[src/rtl/flash_host_pkg.sv]
// Constants, types and layouts shared by the flash status host controller.
// Overview of operation
// - Host reads erase_timer_bit before and after each added sector erase.
// - After buffer abort, host issues the write-buffer-abort-reset sequence.
// - Host polls status at a valid programmed or erasing address; the code polls the last written word address, also during an erase.
// - Buffered program is polled at the last loaded word address.
// - Host leaves error status by writing reset or status-register-clear.
package flash_host_pkg;

   // Flash bus widths.
   localparam int ADDR_W = 22;
   localparam int DATA_W = 16;

   // Bus timing, in nanoseconds, and the derived cycle counts.
   localparam int CLK_NS   = 10;
   localparam int T_ACC_NS = 70;
   localparam int T_WP_NS  = 35;
   localparam int T_REC_NS = 20;
   localparam int ACC_CYC  = (T_ACC_NS + CLK_NS - 1) / CLK_NS;
   localparam int WP_CYC   = (T_WP_NS + CLK_NS - 1) / CLK_NS;
   localparam int REC_CYC  = (T_REC_NS + CLK_NS - 1) / CLK_NS;
   localparam int SYNC_CYC = 2;

   // Register byte offsets on the Wishbone side.
   localparam logic [7:0] REG_CMD    = 8'h00;
   localparam logic [7:0] REG_ADDR   = 8'h04;
   localparam logic [7:0] REG_WDATA  = 8'h08;
   localparam logic [7:0] REG_STATUS = 8'h0C;
   localparam logic [7:0] REG_RDATA  = 8'h10;

   // Status register bit positions.
   localparam int ST_BUSY     = 0;
   localparam int ST_DONE     = 1;
   localparam int ST_TIMEOUT  = 2;
   localparam int ST_ABORT    = 3;
   localparam int ST_NOT_ACC  = 4;
   localparam int ST_READY    = 5;
   localparam int ST_REFUSED  = 6;
   localparam int ST_W        = 7;

   // Status bit positions on the flash data bus.
   localparam int BIT_DATA_POLL   = 7;
   localparam int BIT_TOGGLE_ONE  = 6;
   localparam int BIT_TIMING      = 5;
   localparam int BIT_ERASE_TIMER = 3;
   localparam int BIT_TOGGLE_TWO  = 2;
   localparam int BIT_BUF_ABORT   = 1;

   // Command addresses and data written to the flash.
   localparam logic [ADDR_W-1:0] UNLOCK1_ADDR  = 22'h00_0555;
   localparam logic [ADDR_W-1:0] UNLOCK2_ADDR  = 22'h00_02AA;
   localparam logic [DATA_W-1:0] CMD_UNLOCK1   = 16'h00AA;
   localparam logic [DATA_W-1:0] CMD_UNLOCK2   = 16'h0055;
   localparam logic [DATA_W-1:0] CMD_RESET     = 16'h00F0;
   localparam logic [DATA_W-1:0] CMD_SR_CLEAR  = 16'h0071;
   localparam logic [DATA_W-1:0] CMD_SEC_ERASE = 16'h0030;

   // Values after reset.
   localparam logic [ADDR_W-1:0] ADDR_RST = 22'h00_0000;
   localparam logic [DATA_W-1:0] DATA_RST = 16'h0000;

   // Operations that software starts through the command register.
   typedef enum logic [2:0] {
      OP_WRITE       = 3'h0,
      OP_READ        = 3'h1,
      OP_POLL        = 3'h2,
      OP_ERASE_ADD   = 3'h3,
      OP_CLR_RESET   = 3'h4,
      OP_CLR_SR      = 3'h5,
      OP_ABORT_RESET = 3'h6
   } op_e;

   // One flash bus cycle request.
   typedef struct packed {
      logic              we;
      logic [ADDR_W-1:0] addr;
      logic [DATA_W-1:0] data;
   } cyc_req_s;

endpackage

[src/rtl/flash_bus_cycle.sv]
// Single asynchronous flash bus read or write cycle engine.
`timescale 1ns/1ps
module flash_bus_cycle (
   input  wire logic                                clk_i,
   input  wire logic                                rst_i,
   input  wire logic                                start_i,
   input  wire flash_host_pkg::cyc_req_s            req_i,
   input  wire logic [flash_host_pkg::DATA_W-1:0]   dq_i,
   output logic                                     done_o,
   output logic [flash_host_pkg::DATA_W-1:0]        rdata_o,
   output logic [flash_host_pkg::ADDR_W-1:0]        flash_addr_o,
   output logic [flash_host_pkg::DATA_W-1:0]        dq_o,
   output logic                                     dq_oe_o,
   output logic                                     ce_n_o,
   output logic                                     oe_n_o,
   output logic                                     we_n_o
);

   typedef enum logic [1:0] {
      C_IDLE = 2'b00,
      C_ACT  = 2'b01,
      C_REC  = 2'b11
   } cyc_e;

   cyc_e                              state_q;
   logic [7:0]                        cnt_q;
   logic                              we_q;
   logic [flash_host_pkg::DATA_W-1:0] dq_s1_q;
   logic [flash_host_pkg::DATA_W-1:0] dq_s2_q;

   // The data pins change outside our clock, so they pass two flops first.
   always_ff @(posedge clk_i) begin
      dq_s1_q <= dq_i;
      dq_s2_q <= dq_s1_q;
   end

   // Cycle sequencer; a read holds output enable for the access time plus the
   // synchroniser delay, so the sample taken at the end is settled data.
   always_ff @(posedge clk_i) begin
      if (rst_i) begin
         state_q      <= C_IDLE;
         cnt_q        <= 8'h00;
         we_q         <= 1'b0;
         done_o       <= 1'b0;
         rdata_o      <= flash_host_pkg::DATA_RST;
         flash_addr_o <= flash_host_pkg::ADDR_RST;
         dq_o         <= flash_host_pkg::DATA_RST;
         dq_oe_o      <= 1'b0;
         ce_n_o       <= 1'b1;
         oe_n_o       <= 1'b1;
         we_n_o       <= 1'b1;
      end else begin
         done_o <= 1'b0;
         case (state_q)
            C_IDLE: begin
               if (start_i) begin
                  flash_addr_o <= req_i.addr;
                  dq_o         <= req_i.data;
                  we_q         <= req_i.we;
                  ce_n_o       <= 1'b0;
                  state_q      <= C_ACT;
                  if (req_i.we) begin
                     we_n_o  <= 1'b0;
                     dq_oe_o <= 1'b1;
                     cnt_q   <= 8'(flash_host_pkg::WP_CYC - 1);
                  end else begin
                     oe_n_o <= 1'b0;
                     cnt_q  <= 8'(flash_host_pkg::ACC_CYC + flash_host_pkg::SYNC_CYC - 1);
                  end
               end
            end
            C_ACT: begin
               if (cnt_q == 8'h00) begin
                  ce_n_o  <= 1'b1;
                  oe_n_o  <= 1'b1;
                  we_n_o  <= 1'b1;
                  cnt_q   <= 8'(flash_host_pkg::REC_CYC - 1);
                  state_q <= C_REC;
                  if (!we_q) begin
                     rdata_o <= dq_s2_q;
                  end
               end else begin
                  cnt_q <= cnt_q - 8'h01;
               end
            end
            C_REC: begin
               // Address and data stay put here to give hold time after the
               // write enable rises.
               if (cnt_q == 8'h00) begin
                  dq_oe_o <= 1'b0;
                  done_o  <= 1'b1;
                  state_q <= C_IDLE;
               end else begin
                  cnt_q <= cnt_q - 8'h01;
               end
            end
            default: begin
               state_q <= C_IDLE;
            end
         endcase
      end
   end

endmodule

[src/rtl/flash_host_ctrl.sv]
// Wishbone-controlled host that drives a parallel flash and evaluates its status.
//
// The Wishbone register port and the placing of the registers are this design's own decisions.
`timescale 1ns/1ps
module flash_host_ctrl (
   input  wire logic                                clk_i,
   input  wire logic                                rst_i,
   input  wire logic                                wb_cyc_i,
   input  wire logic                                wb_stb_i,
   input  wire logic                                wb_we_i,
   input  wire logic [7:0]                          wb_adr_i,
   input  wire logic [3:0]                          wb_sel_i,
   input  wire logic [31:0]                         wb_dat_i,
   output logic                                     wb_ack_o,
   output logic [31:0]                              wb_dat_o,
   input  wire logic [flash_host_pkg::DATA_W-1:0]   dq_i,
   output logic [flash_host_pkg::DATA_W-1:0]        dq_o,
   output logic                                     dq_oe_o,
   output logic [flash_host_pkg::ADDR_W-1:0]        flash_addr_o,
   output logic                                     ce_n_o,
   output logic                                     oe_n_o,
   output logic                                     we_n_o,
   input  wire logic                                ready_busy_n_i
);

   typedef enum logic [1:0] {
      S_IDLE  = 2'b00,
      S_ISSUE = 2'b01,
      S_WAIT  = 2'b11,
      S_NEXT  = 2'b10
   } seq_e;

   seq_e                              state_q;
   flash_host_pkg::op_e               op_q;
   logic [1:0]                        step_q;
   logic [flash_host_pkg::ADDR_W-1:0] addr_q;
   logic [flash_host_pkg::DATA_W-1:0] wdata_q;
   logic [flash_host_pkg::ADDR_W-1:0] poll_addr_q;
   logic [flash_host_pkg::DATA_W-1:0] rdata_q;
   logic [flash_host_pkg::DATA_W-1:0] first_q;
   flash_host_pkg::cyc_req_s          req_q;
   logic                              start_q;
   logic                              eng_done;
   logic [flash_host_pkg::DATA_W-1:0] eng_rdata;
   logic [flash_host_pkg::ST_W-1:0]   flag_q;
   logic [flash_host_pkg::ST_W-1:0]   flag_set;
   logic                              rb_s1_q;
   logic                              rb_s2_q;
   logic                              ack_q;
   logic                              bus_wr;
   logic                              cmd_wr;
   logic                              fin;
   logic                              poll_same;

   // Byte-lane mask for a 32-bit write.
   function automatic logic [31:0] lane_mask(input logic [3:0] sel);
      logic [31:0] m;
      m = 32'h0000_0000;
      for (int i = 0; i < 4; i++) begin
         m[i*8 +: 8] = {8{sel[i]}};
      end
      return m;
   endfunction

   // The flash cycle each operation issues at each step.
   function automatic flash_host_pkg::cyc_req_s step_req(
      input flash_host_pkg::op_e               op,
      input logic [1:0]                        step,
      input logic [flash_host_pkg::ADDR_W-1:0] addr,
      input logic [flash_host_pkg::DATA_W-1:0] wdata,
      input logic [flash_host_pkg::ADDR_W-1:0] paddr);
      flash_host_pkg::cyc_req_s r;
      r = '{we: 1'b0, addr: addr, data: flash_host_pkg::DATA_RST};
      case (op)
         flash_host_pkg::OP_WRITE:     r = '{we: 1'b1, addr: addr, data: wdata};
         flash_host_pkg::OP_POLL:      r.addr = paddr;
         flash_host_pkg::OP_ERASE_ADD: begin
            if (step == 2'd1) begin
               r = '{we: 1'b1, addr: addr, data: flash_host_pkg::CMD_SEC_ERASE};
            end
         end
         flash_host_pkg::OP_CLR_RESET: begin
            r = '{we: 1'b1, addr: addr, data: flash_host_pkg::CMD_RESET};
         end
         flash_host_pkg::OP_CLR_SR: begin
            r = '{we: 1'b1, addr: flash_host_pkg::UNLOCK1_ADDR,
                  data: flash_host_pkg::CMD_SR_CLEAR};
         end
         flash_host_pkg::OP_ABORT_RESET: begin
            case (step)
               2'd0: r = '{we: 1'b1, addr: flash_host_pkg::UNLOCK1_ADDR,
                           data: flash_host_pkg::CMD_UNLOCK1};
               2'd1: r = '{we: 1'b1, addr: flash_host_pkg::UNLOCK2_ADDR,
                           data: flash_host_pkg::CMD_UNLOCK2};
               default: r = '{we: 1'b1, addr: flash_host_pkg::UNLOCK1_ADDR,
                              data: flash_host_pkg::CMD_RESET};
            endcase
         end
         default: r.we = 1'b0;
      endcase
      return r;
   endfunction

   assign bus_wr    = wb_cyc_i && wb_stb_i && wb_we_i && !ack_q;
   assign cmd_wr    = bus_wr && wb_sel_i[0] && (wb_adr_i == flash_host_pkg::REG_CMD);
   assign poll_same = eng_rdata[flash_host_pkg::BIT_TOGGLE_ONE] ==
                      first_q[flash_host_pkg::BIT_TOGGLE_ONE];

   // The ready/busy line comes from another chip, so it is synchronised.
   always_ff @(posedge clk_i) begin
      if (rst_i) begin
         rb_s1_q <= 1'b1;
         rb_s2_q <= 1'b1;
      end else begin
         rb_s1_q <= ready_busy_n_i;
         rb_s2_q <= rb_s1_q;
      end
   end

   // Event decode: refused flag on a command write while busy or with code 7; finish and other sticky flags at the end of each flash cycle.
   always_comb begin
      fin      = 1'b0;
      flag_set = '0;
      if (cmd_wr && (state_q != S_IDLE || wb_dat_i[2:0] == 3'h7)) begin
         flag_set[flash_host_pkg::ST_REFUSED] = 1'b1;
      end
      if (state_q == S_NEXT) begin
         case (op_q)
            flash_host_pkg::OP_POLL: begin
               if (step_q == 2'd0) begin
                  fin = 1'b0;
               end else if (poll_same) begin
                  fin = 1'b1;
               end else if (step_q == 2'd2) begin
                  fin = 1'b1;
                  flag_set[flash_host_pkg::ST_TIMEOUT] = 1'b1;
               end else if (eng_rdata[flash_host_pkg::BIT_BUF_ABORT]) begin
                  fin = 1'b1;
                  flag_set[flash_host_pkg::ST_ABORT] = 1'b1;
               end
            end
            flash_host_pkg::OP_ERASE_ADD: begin
               // Erase timer high before or after the added command means
               // the sector may not have joined the erase.
               if (step_q != 2'd1 && eng_rdata[flash_host_pkg::BIT_ERASE_TIMER]) begin
                  fin = 1'b1;
                  flag_set[flash_host_pkg::ST_NOT_ACC] = 1'b1;
               end else if (step_q == 2'd2) begin
                  fin = 1'b1;
               end
            end
            flash_host_pkg::OP_ABORT_RESET: fin = (step_q == 2'd2);
            default: fin = 1'b1;
         endcase
         flag_set[flash_host_pkg::ST_DONE] = fin;
      end
   end

   // Operation sequencer. A poll that still toggles with the timing bit high
   // gets exactly one more read: the toggle may just have stopped.
   always_ff @(posedge clk_i) begin
      if (rst_i) begin
         state_q <= S_IDLE;
         op_q    <= flash_host_pkg::OP_READ;
         step_q  <= 2'd0;
         start_q <= 1'b0;
         req_q   <= '0;
         first_q <= flash_host_pkg::DATA_RST;
      end else begin
         start_q <= (state_q == S_ISSUE);
         case (state_q)
            S_IDLE: begin
               if (cmd_wr && wb_dat_i[2:0] != 3'h7) begin
                  op_q    <= flash_host_pkg::op_e'(wb_dat_i[2:0]);
                  step_q  <= 2'd0;
                  state_q <= S_ISSUE;
               end
            end
            S_ISSUE: begin
               req_q   <= step_req(op_q, step_q, addr_q, wdata_q, poll_addr_q);
               state_q <= S_WAIT;
            end
            S_WAIT: begin
               if (eng_done) begin
                  state_q <= S_NEXT;
               end
            end
            S_NEXT: begin
               first_q <= eng_rdata;
               if (fin) begin
                  state_q <= S_IDLE;
               end else begin
                  state_q <= S_ISSUE;
                  if (op_q == flash_host_pkg::OP_POLL) begin
                     if (step_q == 2'd0 || eng_rdata[flash_host_pkg::BIT_TIMING]) begin
                        step_q <= step_q + 2'd1;
                     end
                  end else begin
                     step_q <= step_q + 2'd1;
                  end
               end
            end
            default: state_q <= S_IDLE;
         endcase
      end
   end

   // Software-visible data registers; a plain word write sets the poll address.
   always_ff @(posedge clk_i) begin
      if (rst_i) begin
         addr_q      <= flash_host_pkg::ADDR_RST;
         wdata_q     <= flash_host_pkg::DATA_RST;
         poll_addr_q <= flash_host_pkg::ADDR_RST;
         rdata_q     <= flash_host_pkg::DATA_RST;
      end else begin
         if (bus_wr && wb_adr_i == flash_host_pkg::REG_ADDR && state_q == S_IDLE) begin
            addr_q <= flash_host_pkg::ADDR_W'((32'(addr_q) & ~lane_mask(wb_sel_i)) |
                                              (wb_dat_i & lane_mask(wb_sel_i)));
         end
         if (bus_wr && wb_adr_i == flash_host_pkg::REG_WDATA && state_q == S_IDLE) begin
            wdata_q <= flash_host_pkg::DATA_W'((32'(wdata_q) & ~lane_mask(wb_sel_i)) |
                                               (wb_dat_i & lane_mask(wb_sel_i)));
         end
         if (state_q == S_NEXT && op_q == flash_host_pkg::OP_WRITE) begin
            poll_addr_q <= addr_q;
         end
         if (state_q == S_NEXT && op_q != flash_host_pkg::OP_WRITE && !req_q.we) begin
            rdata_q <= eng_rdata;
         end
      end
   end

   // Sticky flags, cleared by writing ones; a set in the same cycle wins.
   always_ff @(posedge clk_i) begin
      if (rst_i) begin
         flag_q <= '0;
      end else if (bus_wr && wb_sel_i[0] && wb_adr_i == flash_host_pkg::REG_STATUS) begin
         flag_q <= (flag_q & ~wb_dat_i[flash_host_pkg::ST_W-1:0]) | flag_set;
      end else begin
         flag_q <= flag_q | flag_set;
      end
   end

   // Classic Wishbone slave: ack one cycle after the strobe, unmapped reads zero.
   always_ff @(posedge clk_i) begin
      if (rst_i) begin
         ack_q    <= 1'b0;
         wb_dat_o <= 32'h0000_0000;
      end else begin
         ack_q <= wb_cyc_i && wb_stb_i && !ack_q;
         case (wb_adr_i)
            flash_host_pkg::REG_CMD:    wb_dat_o <= {29'h0000_0000, op_q};
            flash_host_pkg::REG_ADDR:   wb_dat_o <= 32'(addr_q);
            flash_host_pkg::REG_WDATA:  wb_dat_o <= 32'(wdata_q);
            flash_host_pkg::REG_STATUS: begin
               wb_dat_o <= 32'(flag_q);
               wb_dat_o[flash_host_pkg::ST_BUSY]  <= (state_q != S_IDLE);
               wb_dat_o[flash_host_pkg::ST_READY] <= rb_s2_q;
            end
            flash_host_pkg::REG_RDATA:  wb_dat_o <= 32'(rdata_q);
            default:                    wb_dat_o <= 32'h0000_0000;
         endcase
      end
   end

   assign wb_ack_o = ack_q;

   flash_bus_cycle u_cycle (
      .clk_i        (clk_i),
      .rst_i        (rst_i),
      .start_i      (start_q),
      .req_i        (req_q),
      .dq_i         (dq_i),
      .done_o       (eng_done),
      .rdata_o      (eng_rdata),
      .flash_addr_o (flash_addr_o),
      .dq_o         (dq_o),
      .dq_oe_o      (dq_oe_o),
      .ce_n_o       (ce_n_o),
      .oe_n_o       (oe_n_o),
      .we_n_o       (we_n_o)
   );

   // Polling reads go out on the tracked poll address.
   poll_address_a: assert property (@(posedge clk_i) disable iff (rst_i)
      (start_q && op_q == flash_host_pkg::OP_POLL) |=> (flash_addr_o == poll_addr_q))
      else $error("poll read not at poll address");

   // The last written word address becomes the poll address.
   poll_track_a: assert property (@(posedge clk_i) disable iff (rst_i)
      (state_q == S_NEXT && op_q == flash_host_pkg::OP_WRITE) |=>
         (poll_addr_q == $past(addr_q)))
      else $error("poll address not tracking last write");

   // An accepted sector erase write is followed by a status re-read.
   erase_recheck_a: assert property (@(posedge clk_i) disable iff (rst_i)
      (start_q && op_q == flash_host_pkg::OP_ERASE_ADD && req_q.we) |->
         ##[1:40] (start_q && !req_q.we && step_q == 2'd2))
      else $error("no erase timer re-check after erase command");

   // Abort reset opens with the unlock pair.
   abort_sequence_a: assert property (@(posedge clk_i) disable iff (rst_i)
      (start_q && op_q == flash_host_pkg::OP_ABORT_RESET && step_q == 2'd0) |->
         (req_q.data == flash_host_pkg::CMD_UNLOCK1) ##[1:40]
         (start_q && req_q.data == flash_host_pkg::CMD_UNLOCK2 &&
          req_q.addr == flash_host_pkg::UNLOCK2_ADDR))
      else $error("abort reset sequence malformed");

   // Error clearing writes the reset or status-clear command.
   clear_command_a: assert property (@(posedge clk_i) disable iff (rst_i)
      (start_q && (op_q == flash_host_pkg::OP_CLR_RESET ||
                   op_q == flash_host_pkg::OP_CLR_SR)) |->
         (req_q.we && req_q.data == ((op_q == flash_host_pkg::OP_CLR_RESET) ?
                                      flash_host_pkg::CMD_RESET :
                                      flash_host_pkg::CMD_SR_CLEAR)))
      else $error("error clear command data wrong");

endmodule

[config.mk]
export PLATFORM = sky130hd
export DESIGN_NAME = flash_host_ctrl
export DESIGN_NICKNAME = d
export VERILOG_FILES = /design/src/rtl/flash_host_pkg.sv /design/src/rtl/flash_bus_cycle.sv /design/src/rtl/flash_host_ctrl.sv
export SDC_FILE = /design/constraint.sdc
export NUM_CORES = 1
export LEC_CHECK = 0
export CORE_AREA = 2 2 130 132
export DETAILED_ROUTE_END_ITERATION = 7
export DIE_AREA = 0 0 132 134
export DONT_BUFFER_PORTS = 1
export PLACE_DENSITY = 0.79
export RECOVER_POWER = 100
export SYNTH_ARGS = -nofsm -noshare
export SYNTH_HDL_FRONTEND = slang
export SYNTH_SLANG_ARGS = --single-unit
[constraint.sdc]
create_clock -name clk_i -period 4.65 [get_ports clk_i]
set_clock_uncertainty 0.15 [all_clocks]
set_input_delay 0.465 -clock clk_i [delete_from_list [all_inputs] [get_ports clk_i]]
set_output_delay 0.465 -clock clk_i [all_outputs]
set_load 0.1 [all_outputs]
==> results.txt <==
----------------------------------------------------
[Status]
  Run status ... complete, but fails checks
  Failing checks ... max-capacitance violations, max-slew violations

[Timing]
  Setup TNS ... 0 ps
  Fin worst setup slack ... 1200 ps
  Final period util ... 74.2%
  Number of max-slew violations in the final report ... 196
  Slew HR ... -154%
  Top achievable clock speed ... 290 MHz
  Final-layout worst hold slack ... 25.3 ps
  Slew at the pin closest to its max-slew limit ... 3800 ps
  Time the final worst path needs with I/O delays and setup ... 3450 ps
  Setup repair after global routing missed its margin ... no
  Final number of hold-violating endpoints ... 0
  Number of setup violations in the final report ... 0

[Floorplanning]
  Die Outline Area ... 17700 sq um
  I/O Pins ... 141
  Row cnt ... 47
  Vertical die dimension ... 134 um
  Placeable core area ... 16300 sq um
  Starting density of the core ... 58.6%
  Die width ... 132 um

[Clocking]
  H-tree depth reported by CTS ... 1
  Master cell of the clock root buffer ... sky130_fd_sc_hd__clkbuf_16
  Sinks on the clock net ... 256
  Clock tree from TritonCTS ... built
  Post-CTS Repair Setup Buffers ... 0
  Maximum buffer depth of the clock tree ... 3
  CTS buffer count ... 25
  Insertion delay of the later-clocked pin in the worst-skew pair ... 520 ps
  CTS clk-pin slew, worst paths ... 60 ps
  # resized after CTS ... 0

[Critical path]
  Worst setup path endpoint ... op_q[2]$_SDFFE_PP0P_
  Worst-path fanout max ... 6
  Element type at the critical path start ... flip-flop
  Standard cell with the maximum stage delay on the critical path ... sky130_fd_sc_hd__nor4b_1
  Type of the worst setup path ... flip-flop to flip-flop
  Worst path required time ... 4740 ps
  Endpoint arrival time on the critical path ... 3540 ps
  Worst reg-to-reg path cell count ... 5
  Crit path largest cell delay ... 1160 ps
  Worst R2R End ... op_q[2]$_SDFFE_PP0P_
  Critical Path End Type ... flip-flop
  Reg-to-reg startpoint ... wb_ack_o$_SDFF_PP0_
  Worst Setup SP ... wb_ack_o$_SDFF_PP0_
  Reg2reg setup slack ... 1200 ps
  Critical path cell sequence ... nand4b_1 > nor4_4 > nor4b_1 > mux2i_1 > nor2_1

[Synthesis]
  Post-Synthesis Cells ... 1086
  Most frequent cell after synthesis ... sky130_fd_sc_hd__dfxtp_1
  Mux share of post-synthesis cell area ... 5.29%
  Post-synthesis compound-gate area fraction ... 14.6%
  Fraction of registers with async set or reset after synthesis ... 0%
  Cell Area, Synth ... 9540 sq um
  Synthesized-area fraction occupied by xor and xnor cells ... 0.551%
  List of most frequent post-synthesis cells ... sky130_fd_sc_hd__dfxtp_1 (256), sky130_fd_sc_hd__nand2_1 (208), sky130_fd_sc_hd__nor2_1 (131)
  Biggest area contributors in the synthesized netlist ... sky130_fd_sc_hd__dfxtp_1 (54%), sky130_fd_sc_hd__nand2_1 (8.2%), sky130_fd_sc_hd__a21oi_1 (6.8%), sky130_fd_sc_hd__nor2_1 (5.2%), sky130_fd_sc_hd__mux2i_1 (4.9%)
  Flip-flop cell with the highest count after synthesis ... sky130_fd_sc_hd__dfxtp_1
  Synth Area in Simple Gates ... 20.6%
  Seq cells post-synth ... 256
  Synth unique cells ... 59
  Part of the Yosys area used for sequential elements ... 53.7%
  Combinational family with the most area after synthesis ... simple AND/OR/NAND/NOR gates
  Adder-cell share of the synthesized area ... 0.918%
  Avg Inst Size Synth ... 8.78 sq um
  EDFF count, synth ... 0
  Warning count from the yosys run ... 0
  Cell taking the most area after synthesis ... sky130_fd_sc_hd__dfxtp_1
  Portion of synthesized cell area occupied by the leading cell type ... 53.7%

[Power and ir drop]
  Overall power consumption ... 4.18 mW
  Combinational group share of total power ... 2.8%
  Part of the total power dissipated in sequential elements ... 53.0%
  Cell internal power dissipation ... 3.30 mW
  Share of total power in the clock network ... 44.3%
  Power density over the cells ... 391 nW/um^2
  Net Sw Frac ... 21.0%
  Switching power ... 0.880 mW
  Maximum resistive drop on vdd ... 296 uV
  Standby leakage power ... 3.63 nW

[Drt]
  Number of remaining DRC errors ... 0
  Wire length per cell ... 16.7 um
  1st-iter DRT viols ... 610
  Via count of the routed design ... 7484
  Number of detailed-routing iterations run before antenna repair ... 5
  DRT Wirelength ... 22200 um
  Antenna violation net count after detailed routing ... 0
  Vias/cell ... 5.65

[Global route]
  First-pass GRT wire length ... 35200 um
  Number of antenna violations at the first check in global routing ... 2
  Maximum number of pins on one net before global-route repair ... 196
  Global-route total usage across every layer ... 24.2%
  Total gr overflow ... 0
  Vias in the first global route ... 6833

[Cells and area]
  Non-filler instance count after layout ... 1325
  Final core utilization ... 65.6%
  Fill cell total of the finished layout ... 1328
  Fraction of layout cells with a size suffix above 1 ... 5.08%
  Number of nets in the final layout ... 1162
  Fin area ... 10700 sq um
  Synth-to-Final Area Change ... 12.1%

[Placed design]
  Port Buf Inserts ... 0
  Instance count after placement with tap cells included ... 1239
  Gpl congestion ... 0.921
  Dpl ws ... 2000 ps
  Placement Cell Area ... 9540 sq um
  Post-DP HPWL ... 14000 um

[Worst hold path]
  Worst min-delay path class ... primary input to flip-flop
  Worst Hold Depth ... 2

[Flow run]
  Max Cap Violations ... 1

----------------------------------------------------
layout make-up:
| cell class | count | area, sq um | area share, % |
|---|---|---|---|
| clock inverter | 3 | 18.8 | 0.176 |
| timing repair buffer | 49 | 470 | 4.40 |
| inverter | 12 | 45.0 | 0.421 |
| sequential | 256 | 5120 | 47.9 |
| clock buffer | 37 | 721 | 6.74 |
| antenna | 3 | 7.51 | 0.0702 |
| tap | 220 | 275 | 2.57 |
| multi-input combinational | 745 | 4030 | 37.7 |
cells by family after synthesis:
group,Yosys count
xor gates and xnor gates,6
buffers and inverters,94
adders and majority gates,7
muxes,49
AOI/OAI and AO/OA,231
DFF,256
other,1
and+or+nand+nor,442
metal layers:
| metal | vias up | GRT usage [%] | share of wire, % |
|---|---|---|---|
| met1 | 3472 | 33.1 | 44 |
| li1 | 3690 | - | - |
| met3 | 41 | 5.14 | 7.5 |
| met5 | - | 0 | 0 |
| met4 | 0 | 7.19 | 2.4 |
| met2 | 281 | 38.7 | 46 |
critical path, delay by kind of cell (launching register included):
kind             cells  cell delay (ps)
and+or+nand+nor      4             2090
muxes                1              280
DFF                  1              660
cells in the final DEF (no fill, tap or decap), drive strengths merged, types with 2 or more instances in the layout:
master,count
a211o,2
a211oi,16
a21oi,130
a221oi,13
a22oi,32
a31oi,3
and2,9
and3,4
and4,3
buf,6
clkbuf,38
clkinv,2
conb,10
dfxtp,256
diode,3
dlygate4sd3,42
ha,7
inv,13
mux2i,47
nand2,208
nand2b,10
nand3,9
nand3b,3
nor2,131
nor2b,14
nor3,26
nor3b,3
nor4,5
nor4b,2
o21ai,18
o22a,4
o31ai,3
or2,4
or3,3
or4,4
xor2,5
how the worst min path moves through the flow:
stage,from,end
floorplan,u_cycle.dq_s1_q[0]$_DFF_P_,u_cycle.dq_s2_q[0]$_DFF_P_
detailed placement,u_cycle.dq_s1_q[4]$_DFF_P_,u_cycle.dq_s2_q[4]$_DFF_P_
finish,rst_i,step_q[0]$_SDFFE_PP0P_
global placement,u_cycle.dq_s1_q[2]$_DFF_P_,u_cycle.dq_s2_q[2]$_DFF_P_
global route,rst_i,step_q[0]$_SDFFE_PP0P_
CTS,rst_i,step_q[0]$_SDFFE_PP0P_
repair_timing:
item	CTS	global route
hold buffers	43	0
endpoints found under the hold margin	211	0
setup endpoints to repair	0	0
power groups by stage:
stage | Sequential [mW] | Combinational, mW | Clock (mW)
after floorplan | 2.26 | 0.0869 | 0
after global placement | 2.26 | 0.0559 | 0
after detailed placement | 2.27 | 0.0564 | 0
after CTS | 2.22 | 0.117 | 1.88
after global routing | 2.22 | 0.122 | 1.94
final | 2.22 | 0.116 | 1.85
Power figures use the tool's default switching activity.
